==> config.mk <==
export PLATFORM = sky130hd
export DESIGN_NAME = aip_i2c_port
export DESIGN_NICKNAME = d
export VERILOG_FILES = /design/src/verilog/aip_fifo.v /design/src/verilog/aip_i2c_port.v /design/src/verilog/aip_result_fmt.v
export VERILOG_INCLUDE_DIRS = /design/src /design/src/shared
export SDC_FILE = /design/constraint.sdc
export NUM_CORES = 1
export LEC_CHECK = 0
export BUFFER_PORTS_ARGS = -buffer_cell sky130_fd_sc_hd__buf_2
export CAP_MARGIN = 30
export CORE_MARGIN = 3
export CORE_UTILIZATION = 55
export CTS_BUF_LIST = sky130_fd_sc_hd__clkbuf_8
export DETAILED_ROUTE_END_ITERATION = 6
export PLACE_DENSITY = 0.78
export SLEW_MARGIN = 30
export SYNTH_ARGS = -nofsm -noshare
export SYNTH_HDL_FRONTEND = slang
export SYNTH_HIERARCHICAL = 1
export SYNTH_SLANG_ARGS = --single-unit
export TNS_END_PERCENT = 100
==> constraint.sdc <==
create_clock -name ref_clk -period 11.7 [get_ports ref_clk]
set_clock_uncertainty 0.2 [all_clocks]
set_input_delay 2.34 -clock ref_clk [delete_from_list [all_inputs] [get_ports ref_clk]]
set_output_delay 2.34 -clock ref_clk [all_outputs]
set_load 0.03 [all_outputs]
==> src/shared/aip_defs.vh <==
/*
  constants shared by the converter result port: bus framing, result
  word layout, configuration word layout and reset values.
  assumes inclusion by bare name from the design files under verilog/.
*/
`ifndef AIP_DEFS_VH
`define AIP_DEFS_VH

// ----------------------------------------------------------------
// bus framing
// ----------------------------------------------------------------
`define AIP_BYTE_BITS 4'h8
`define AIP_RES_BYTES 5'h18
`define AIP_WR_BYTES 2'h2
`define AIP_ADDR_BASE 7'h14
`define AIP_STRAP_WAIT 2'h3

// ----------------------------------------------------------------
// result word
// ----------------------------------------------------------------
`define AIP_RES_W 24
`define AIP_RES_RST 24'h000000
`define AIP_OVER_WORD 24'hc00000
`define AIP_UNDER_WORD 24'h3fffc0
`define AIP_PAD_ZERO 6'h00

// ----------------------------------------------------------------
// configuration word and its queue
// ----------------------------------------------------------------
`define AIP_CFG_W 16
`define AIP_CFG_RST 16'h0000
`define AIP_EN_PAT 3'h5
`define AIP_EN2_BIT 7
`define AIP_FIFO_W 9
`define AIP_FIFO_D 16

`endif

==> src/verilog/aip_fifo.v <==
/*
  synchronous fifo with valid/ready on both sides; storage in flops.
  assumes one clock and an asynchronous active high reset.
*/
`timescale 1ns/1ns
module aip_fifo #(
  parameter W = 9,
  parameter D = 16,
  parameter AW = 4
) (
  input wire ref_clk, // system clock
  input wire rst, // async reset, active high
  input wire in_valid, // write request
  input wire [W-1:0] in_data, // write data
  output wire in_ready, // space left
  output wire out_valid, // data available
  output reg [W-1:0] out_data, // head word
  input wire out_ready // consumer takes head
);

  reg [W-1:0] mem_q [0:D-1];
  reg [AW-1:0] wp_q;
  reg [AW-1:0] rp_q;
  reg [AW:0] cnt_q;
  wire push;
  wire pop;

  assign in_ready = (cnt_q != D[AW:0]);
  assign out_valid = (cnt_q != {(AW+1){1'b0}});
  assign push = in_valid & in_ready;
  assign pop = out_valid & out_ready;

  always @*
  begin
    out_data = mem_q[rp_q];
  end

  always @(posedge ref_clk)
  begin
    if (push)
      mem_q[wp_q] <= in_data;
  end

  always @(posedge ref_clk or posedge rst)
  begin
    if (rst)
    begin
      wp_q <= {AW{1'b0}};
      rp_q <= {AW{1'b0}};
      cnt_q <= {(AW+1){1'b0}};
    end
    else
    begin
      if (push)
        wp_q <= wp_q + 1'b1;
      if (pop)
        rp_q <= rp_q + 1'b1;
      if (push & ~pop)
        cnt_q <= cnt_q + 1'b1;
      else if (pop & ~push)
        cnt_q <= cnt_q - 1'b1;
    end
  end

endmodule

==> src/verilog/aip_i2c_port.v <==
/*
  two-wire slave result port of a delta-sigma converter: start/stop
  detection, address match, result read-out, configuration write and
  conversion sequencing.
  assumes scl/sda arrive asynchronously and are oversampled by ref_clk;
  the converter core sits on ref_clk and drains the configuration queue.
*/
// Behaviour
// - repeated start acts as start, bus stays busy
// - each unit is eight bits plus acknowledge
// - ninth clock: transmitter releases, receiver acknowledges
// - data changes only while clock low
// - first byte is address plus direction bit
// - answer only own strapped address, nine choices
// - refuse address while converting, acknowledge after
// - idle after conversion, hold result until addressed
// - read acknowledged, then up to three bytes
// - full read starts conversion, refuse until done
// - 24 bits out, msb first, on falling edges
// - first bit is the sign flag
// - sign flag and next bit encode range
// - sixteen code bits, six trailing zeros
// - out of range results clamp
// - 24-bit result and 16-bit input register
// - only sink data line, clock always input
// - works up to 400 kbit/s
// - stop after write or partial read converts
// - configuration written as two bytes
// - reset default configuration for first conversion
`timescale 1ns/1ns
`include "aip_defs.vh"
module aip_i2c_port #(
  parameter FIFO_D = `AIP_FIFO_D,
  parameter FIFO_AW = 4
) (
  input wire ref_clk, // 50 mhz system clock
  input wire rst, // async reset, active high
  input wire scl_in, // serial clock pin level
  input wire sda_in, // serial data pin level
  output wire sda_out, // data pin output value
  output wire sda_oe_n, // low while pulling data low
  input wire [1:0] ca0_code, // strap 0: 0 low 1 high 2 open
  input wire [1:0] ca1_code, // strap 1: 0 low 1 high 2 open
  output reg conv_start, // pulse: begin a conversion
  output wire conv_busy, // conversion pending or running
  input wire conv_done, // pulse: result ready
  input wire [16:0] conv_value, // signed result code
  input wire conv_over, // over range flag
  input wire conv_under, // under range flag
  output wire cfg_valid, // queued configuration byte
  output wire [8:0] cfg_data, // {second byte flag, byte}
  input wire cfg_ready, // core takes the byte
  output reg [15:0] cfg_word, // input register
  output reg [23:0] result_word // output register
);

  localparam ST_IDLE = 8'h01;
  localparam ST_ADDR = 8'h02;
  localparam ST_AACK = 8'h04;
  localparam ST_WR = 8'h08;
  localparam ST_WACK = 8'h10;
  localparam ST_RD = 8'h20;
  localparam ST_RACK = 8'h40;
  localparam ST_HOLD = 8'h80;

  // --------------------------------------------------------------
  // address table: nine strap combinations
  // --------------------------------------------------------------
  function [6:0] addr_of;
    input [1:0] c1;
    input [1:0] c0;
    reg [1:0] a;
    reg [1:0] b;
    begin
      a = (c1 == 2'h3) ? 2'h2 : c1;
      b = (c0 == 2'h3) ? 2'h2 : c0;
      addr_of = `AIP_ADDR_BASE + {4'h0, a, 1'b0} + {5'h00, a}
        + {5'h00, b};
    end
  endfunction

  reg [1:0] scl_m_q;
  reg [1:0] sda_m_q;
  reg scl_p_q;
  reg sda_p_q;
  reg [3:0] strap_m_q;
  reg [3:0] strap_s_q;
  reg [1:0] cap_cnt_q;
  reg [6:0] my_addr_q;
  reg [7:0] st_q;
  reg [7:0] rx_q;
  reg [3:0] rx_cnt_q;
  reg [4:0] tx_cnt_q;
  reg [23:0] tx_q;
  reg drv_q;
  reg rw_q;
  reg mack_q;
  reg [1:0] wr_idx_q;
  reg wrote_q;
  reg rd_part_q;
  reg pend_q;
  reg conv_run_q;
  reg push_q;
  reg [8:0] push_data_q;
  reg en1_q;
  wire scl_s;
  wire sda_s;
  wire scl_rise;
  wire scl_fall;
  wire start_ev;
  wire stop_ev;
  wire fifo_in_ready;
  wire [23:0] fmt_word;
  wire [7:0] rx_byte;

  assign scl_s = scl_m_q[1];
  assign sda_s = sda_m_q[1];
  assign scl_rise = scl_s & ~scl_p_q;
  assign scl_fall = ~scl_s & scl_p_q;
  assign start_ev = scl_s & scl_p_q & sda_p_q & ~sda_s;
  assign stop_ev = scl_s & scl_p_q & ~sda_p_q & sda_s;
  assign sda_out = 1'b0;
  assign sda_oe_n = ~drv_q;
  assign conv_busy = pend_q | conv_run_q;
  assign rx_byte = {rx_q[6:0], sda_s};

  // --------------------------------------------------------------
  // pin synchronisers and strap capture after reset release
  // --------------------------------------------------------------
  always @(posedge ref_clk or posedge rst)
  begin
    if (rst)
    begin
      scl_m_q <= 2'h3;
      sda_m_q <= 2'h3;
      scl_p_q <= 1'b1;
      sda_p_q <= 1'b1;
      strap_m_q <= 4'h0;
      strap_s_q <= 4'h0;
      cap_cnt_q <= 2'h0;
      my_addr_q <= 7'h00;
    end
    else
    begin
      scl_m_q <= {scl_m_q[0], scl_in};
      sda_m_q <= {sda_m_q[0], sda_in};
      scl_p_q <= scl_s;
      sda_p_q <= sda_s;
      strap_m_q <= {ca1_code, ca0_code};
      strap_s_q <= strap_m_q;
      if (cap_cnt_q != `AIP_STRAP_WAIT)
        cap_cnt_q <= cap_cnt_q + 2'h1;
      if (cap_cnt_q == 2'h2)
        my_addr_q <= addr_of(strap_s_q[3:2], strap_s_q[1:0]);
    end
  end

  // --------------------------------------------------------------
  // bus state machine
  // --------------------------------------------------------------
  // oversampling at 50 mhz leaves over 60 clocks per scl phase at
  // 400 kbit/s, so edges are seen well apart from data changes
  always @(posedge ref_clk or posedge rst)
  begin
    if (rst)
    begin
      st_q <= ST_IDLE;
      rx_q <= 8'h00;
      rx_cnt_q <= 4'h0;
      tx_cnt_q <= 5'h00;
      tx_q <= `AIP_RES_RST;
      drv_q <= 1'b0;
      rw_q <= 1'b0;
      mack_q <= 1'b1;
      wr_idx_q <= 2'h0;
      wrote_q <= 1'b0;
      rd_part_q <= 1'b0;
      pend_q <= 1'b1;
      conv_run_q <= 1'b0;
      conv_start <= 1'b0;
      push_q <= 1'b0;
      push_data_q <= 9'h000;
    end
    else
    begin
      conv_start <= 1'b0;
      push_q <= 1'b0;
      if (pend_q & ~conv_run_q & ~cfg_valid)
      begin
        // queued configuration must reach the core first
        pend_q <= 1'b0;
        conv_run_q <= 1'b1;
        conv_start <= 1'b1;
      end
      else if (conv_done & conv_run_q)
        conv_run_q <= 1'b0;
      if (stop_ev)
      begin
        st_q <= ST_IDLE;
        drv_q <= 1'b0;
        if ((wrote_q | rd_part_q) & ~conv_busy)
          pend_q <= 1'b1;
        wrote_q <= 1'b0;
        rd_part_q <= 1'b0;
      end
      else if (start_ev)
      begin
        st_q <= ST_ADDR;
        drv_q <= 1'b0;
        rx_cnt_q <= 4'h0;
      end
      else if (scl_rise)
      begin
        if (st_q == ST_ADDR || st_q == ST_WR)
        begin
          rx_q <= rx_byte;
          rx_cnt_q <= rx_cnt_q + 4'h1;
        end
        if (st_q == ST_RACK)
          mack_q <= sda_s;
      end
      else if (scl_fall)
      begin
        case (st_q)
          ST_ADDR:
          begin
            if (rx_cnt_q == `AIP_BYTE_BITS)
            begin
              rw_q <= rx_q[0];
              if (rx_q[7:1] == my_addr_q && ~conv_busy)
              begin
                drv_q <= 1'b1;
                st_q <= ST_AACK;
              end
              else
                st_q <= ST_HOLD;
            end
          end
          ST_AACK:
          begin
            rx_cnt_q <= 4'h0;
            wr_idx_q <= 2'h0;
            if (rw_q)
            begin
              drv_q <= ~result_word[23];
              tx_q <= {result_word[22:0], 1'b0};
              tx_cnt_q <= 5'h01;
              rd_part_q <= 1'b1;
              st_q <= ST_RD;
            end
            else
            begin
              drv_q <= 1'b0;
              wrote_q <= 1'b1;
              st_q <= ST_WR;
            end
          end
          ST_WR:
          begin
            if (rx_cnt_q == `AIP_BYTE_BITS)
            begin
              if (wr_idx_q != `AIP_WR_BYTES && fifo_in_ready)
              begin
                push_q <= 1'b1;
                push_data_q <= {wr_idx_q[0], rx_q};
                wr_idx_q <= wr_idx_q + 2'h1;
                drv_q <= 1'b1;
                st_q <= ST_WACK;
              end
              else
                st_q <= ST_HOLD;
            end
          end
          ST_WACK:
          begin
            drv_q <= 1'b0;
            rx_cnt_q <= 4'h0;
            st_q <= ST_WR;
          end
          ST_RD:
          begin
            if (tx_cnt_q[2:0] == 3'h0)
            begin
              drv_q <= 1'b0;
              st_q <= ST_RACK;
              if (tx_cnt_q == `AIP_RES_BYTES)
              begin
                rd_part_q <= 1'b0;
                if (~conv_busy)
                  pend_q <= 1'b1;
              end
            end
            else
            begin
              drv_q <= ~tx_q[23];
              tx_q <= {tx_q[22:0], 1'b0};
              tx_cnt_q <= tx_cnt_q + 5'h01;
            end
          end
          ST_RACK:
          begin
            if (mack_q || tx_cnt_q == `AIP_RES_BYTES)
            begin
              drv_q <= 1'b0;
              st_q <= ST_HOLD;
            end
            else
            begin
              drv_q <= ~tx_q[23];
              tx_q <= {tx_q[22:0], 1'b0};
              tx_cnt_q <= tx_cnt_q + 5'h01;
              st_q <= ST_RD;
            end
          end
          ST_IDLE, ST_HOLD:
            drv_q <= 1'b0;
          default:
          begin
            drv_q <= 1'b0;
            st_q <= ST_IDLE;
          end
        endcase
      end
    end
  end

  // --------------------------------------------------------------
  // output register and input register
  // --------------------------------------------------------------
  always @(posedge ref_clk or posedge rst)
  begin
    if (rst)
    begin
      result_word <= `AIP_RES_RST;
      cfg_word <= `AIP_CFG_RST;
      en1_q <= 1'b0;
    end
    else
    begin
      if (conv_done & conv_run_q)
        result_word <= fmt_word;
      if (cfg_valid & cfg_ready)
      begin
        if (~cfg_data[8])
        begin
          en1_q <= (cfg_data[7:5] == `AIP_EN_PAT);
          if (cfg_data[7:5] == `AIP_EN_PAT)
            cfg_word[15:8] <= cfg_data[7:0];
        end
        else if (en1_q & cfg_data[`AIP_EN2_BIT])
          cfg_word[7:0] <= cfg_data[7:0];
      end
    end
  end

  aip_result_fmt u_fmt (
    .conv_value(conv_value),
    .conv_over(conv_over),
    .conv_under(conv_under),
    .word(fmt_word)
  );

  // core stalling on cfg_ready fills this; a full queue refuses bytes
  aip_fifo #(
    .W(`AIP_FIFO_W),
    .D(FIFO_D),
    .AW(FIFO_AW)
  ) u_cfg_fifo (
    .ref_clk(ref_clk),
    .rst(rst),
    .in_valid(push_q),
    .in_data(push_data_q),
    .in_ready(fifo_in_ready),
    .out_valid(cfg_valid),
    .out_data(cfg_data),
    .out_ready(cfg_ready)
  );

endmodule

==> src/verilog/aip_result_fmt.v <==
/*
  builds the 24-bit output word from the converter core's code.
  assumes the core flags over and under range in the same cycle.
*/
`timescale 1ns/1ns
`include "aip_defs.vh"
module aip_result_fmt (
  input wire [16:0] conv_value, // signed in-range code
  input wire conv_over, // input at or above +fs
  input wire conv_under, // input below -fs
  output reg [23:0] word // formatted result
);

  // --------------------------------------------------------------
  // sign flag is the inverse of the code's own sign
  // --------------------------------------------------------------
  always @*
  begin
    if (conv_over)
      word = `AIP_OVER_WORD;
    else if (conv_under)
      word = `AIP_UNDER_WORD;
    else
      word = {~conv_value[16], conv_value, `AIP_PAD_ZERO};
  end

endmodule
==> impl_results.md <==
- Initial core utilization: 0.566
- Achievable frequency: 187 MHz
- Slowest-stage cell, CP: and2_1
- Root buffer cell: clkbuf_8
- Tcrit/Tclk final: 0.456
- Synthesized area per cell: 13.9 µm²
- Async S/R FF share, synth: 0.500
- Filler cells: 1644
- Vias post-DR: around 7.5k
- TritonCTS clock tree: done
- Worst Path Arrival: 2.80 ns
- Fin crit period: about 5.3 ns
- Crit path required time: 9.16 ns
- 1st-iter DRT viols: around 630
- Synth-to-Final Area Change: 12.0%
- Vias in the first global route: 7535
- Critical path type: reg -> out
- Routed Antenna Nets: 0
- TNS Setup: 0 ns
- Initial antenna violation count: 0
- Hold_buf cts: 0
- GPL Wtd Cong: 0.859
- Share of layout cells above drive strength 1: 0.271
- Total GRT Usage: 0.202
- Dominant cells by area after synthesis: edfxtp_1, dfrtp_1, mux2_2, mux2i_1, nor2_1
- Overall power: 2.17 mW
- Worst r2r src: u_cfg_fifo/rp_q[2]
- Non-filler cells, final: 1310
- Chip Height: 157 µm
- GRT Residual Overflow: 0
- Outcome: complete, no violations
- Core Box Area: 22100 µm²
- Post-synthesis sequential area ratio: 0.635
- CP max FO: 19
- CP max stage delay: 0.85 ns
- # resized after CTS: 0
- RSZ-0062 raised after global routing: no
- Synth area leader: edfxtp_1
- Die area: 24600 µm²
- Die width: 157 µm
- Port bufs: 81
- Setup bufs post-CTS: 0
- Post-synth top area share: 0.346
- Io pins: 83
- Total Nets Final: 1048
- Worst Hold Class: reg -> reg
- Final HPWL DP: around 16 mm
- Flops & latches, synth: 288
- Slew @ Worst Pin: 0.987 ns
- Ys flop type: edfxtp_1
- CTS buffer count: 47
- Worst r2r dst: cfg_word[8]
- CTS max path bufs: 3
- Maximum VDD drop: 0.0997 mV
- WL final: 24.8 mm
- Final Cell Area: around 14000 µm²
- Reg2Reg Setup Slack: 8.37 ns
- Slew HR: 0.342
- Pleak: 5.88 nW
- First-pass GRT wire length: around 40 mm
- Startpoint Class: flop
- Pre-antenna DRT Iters: 5
- Final setup fails: 0
- Crit. End Element: output pin
- Clock sinks: 288
- Vias per cell: 5.73
- Mapped Area: 12500 µm²
- Worst Setup EP: cfg_data[2]
- Netlist cell types: 65
- # diodes: 0
- Max-Cap Viols: 0
- FF-to-FF path depth: 7
- WL per Instance: roughly 19 µm
- Post-synth EDFFs: 144
- Critical-path cell list: and2_1 -> a221oi_1 -> a22oi_1 -> nand2_1 -> buf_2
- Post-placement cell area: 13000 µm²
- DRC: 0
- Worst-skew pair later-pin latency: 0.56 ns
- Largest net degree at the start of global routing: 71
- Placed Instances: 1223
- Std cell rows: 54
- Endpoints failing hold: 0
- Worst hold start: strap_m_q[1]
- CTS H-tree depth: 2
- Gate Count Post-Synth: 900
- Slew Limit Fails: 0
- P per Cell Area: 155 nW/µm²
- Yosys warns: 6
- Worst-path clk slew: roughly 0.050 ns
- Setup crit start: u_cfg_fifo/rp_q[2]
## kinds of logic (layout without fill, tap and decap cells)
kind of cell / count (synthesis) / in the layout / share of synthesized area
adder cells (fa/ha/maj): 27 / 27 / 0.0282
XOR/XNOR: 19 / 19 / 0.0133
AND/OR/NAND/NOR: 256 / 256 / 0.0964
buffers and inverters: 71 / 196 / 0.0339
AO/OA/AOI/OAI: 110 / 110 / 0.0647
flip-flops: 288 / 288 / 0.635
multiplexers: 127 / 127 / 0.128
other: 2 / 7 / 0.000601
## state kept, by name, indices dropped and copies added, names as in the netlist, 2 cells and up
name / cells
sda_m_q: 2
u_cfg_fifo/cnt_q: 5
tx_cnt_q: 5
u_cfg_fifo/rp_q: 4
wr_idx_q: 2
rx_q: 8
result_word: 24
my_addr_q: 6
st_q: 8
tx_q: 23
push_data_q: 9
cfg_word: 16
rx_cnt_q: 4
strap_m_q: 4
scl_m_q: 2
u_cfg_fifo/mem_q: 144
u_cfg_fifo/wp_q: 4
cap_cnt_q: 2
strap_s_q: 4
## cell usage in the layout (no fill, tap or decap), drive strengths merged, types with 10 or more instances in the layout
cell type / count
nor2: 90
dfrtp: 135
o21ai: 30
nand3: 15
edfxtp: 144
xnor2: 17
mux2: 66
clkbuf: 57
a31oi: 25
nor3: 10
ha: 25
a22oi: 11
inv: 40
mux2i: 43
nand2: 84
mux4: 18
a221oi: 18
buf: 88
## critical path, delay by kind of cell (launching register included)
family                 cells  cell delay [ns]
and+or+nand+nor            2             0.97
buffers and inverters      1             0.20
AOI/OAI and AO/OA          2             0.48
DFF                        1             0.59
## layout make-up
class	count	area [µm²]	share of cell area
Sequential cell	288	7940	0.567
Multi-Input combinational cell	546	4220	0.302
Clock buffer	57	785	0.0561
Timing Repair Buffer	88	462	0.0330
Tap cell	280	350	0.0250
Clock inverter	30	153	0.0109
Inverter	21	83.8	0.00599
## synthesized netlist by cell type (all sizes together), types with 2 or more instances
cell,count
and4b,2
and3,4
inv,20
nor2,90
nor2b,6
nand3b,2
a211oi,4
ha,25
clkbuf,16
o22ai,2
conb,2
dfstp,9
xor2,2
a31oi,25
nand4,5
nand4b,3
nand3,15
nor4,6
and2,2
or2,4
edfxtp,144
mux2i,43
a21o,6
nor3,10
a21oi,7
a221oi,18
nand2,84
dfrtp,135
or3,2
o21ai,30
or4,6
xnor2,17
buf,34
a22oi,11
fa,2
mux4,18
mux2,66
nand2b,9
## metal layers
metal,wire (µm),share of wire,up-vias,track usage
met5,0,0,-,0
li1,-,-,3491,-
met4,577,0.023,0,0.0679
met1,10400,0.42,3749,0.266
met2,12500,0.51,216,0.339
met3,1280,0.052,47,0.0384
## worst min path at each step
stage,to,slack [ns],cells past startpoint
2_1_floorplan,strap_s_q[0],0.13,0
3_3_place_gp,strap_s_q[0],0.14,0
3_5_place_dp,strap_s_q[0],0.13,0
4_1_cts,strap_s_q[1],0.15,0
5_1_grt,strap_s_q[2],0.15,0
6_report,strap_s_q[1],0.15,0
## power breakdown
part           switching, mW  internal (mW)  total [mW]
clock network          0.386          0.463       0.849
logic                 0.0905         0.0681       0.159
registers             0.0469           1.11        1.16
total                  0.523           1.65        2.17
## through the flow
stage	hold WS, ns	utilization	setup WS [ns]
floorplan	0.131	-	5.68
global placement	0.135	0.589	6.90
detailed placement	0.135	0.590	6.81
CTS	0.148	0.633	6.20
global route	0.155	0.633	6.18
finish	0.147	0.633	6.36
(Power assumes the default switching activity.)
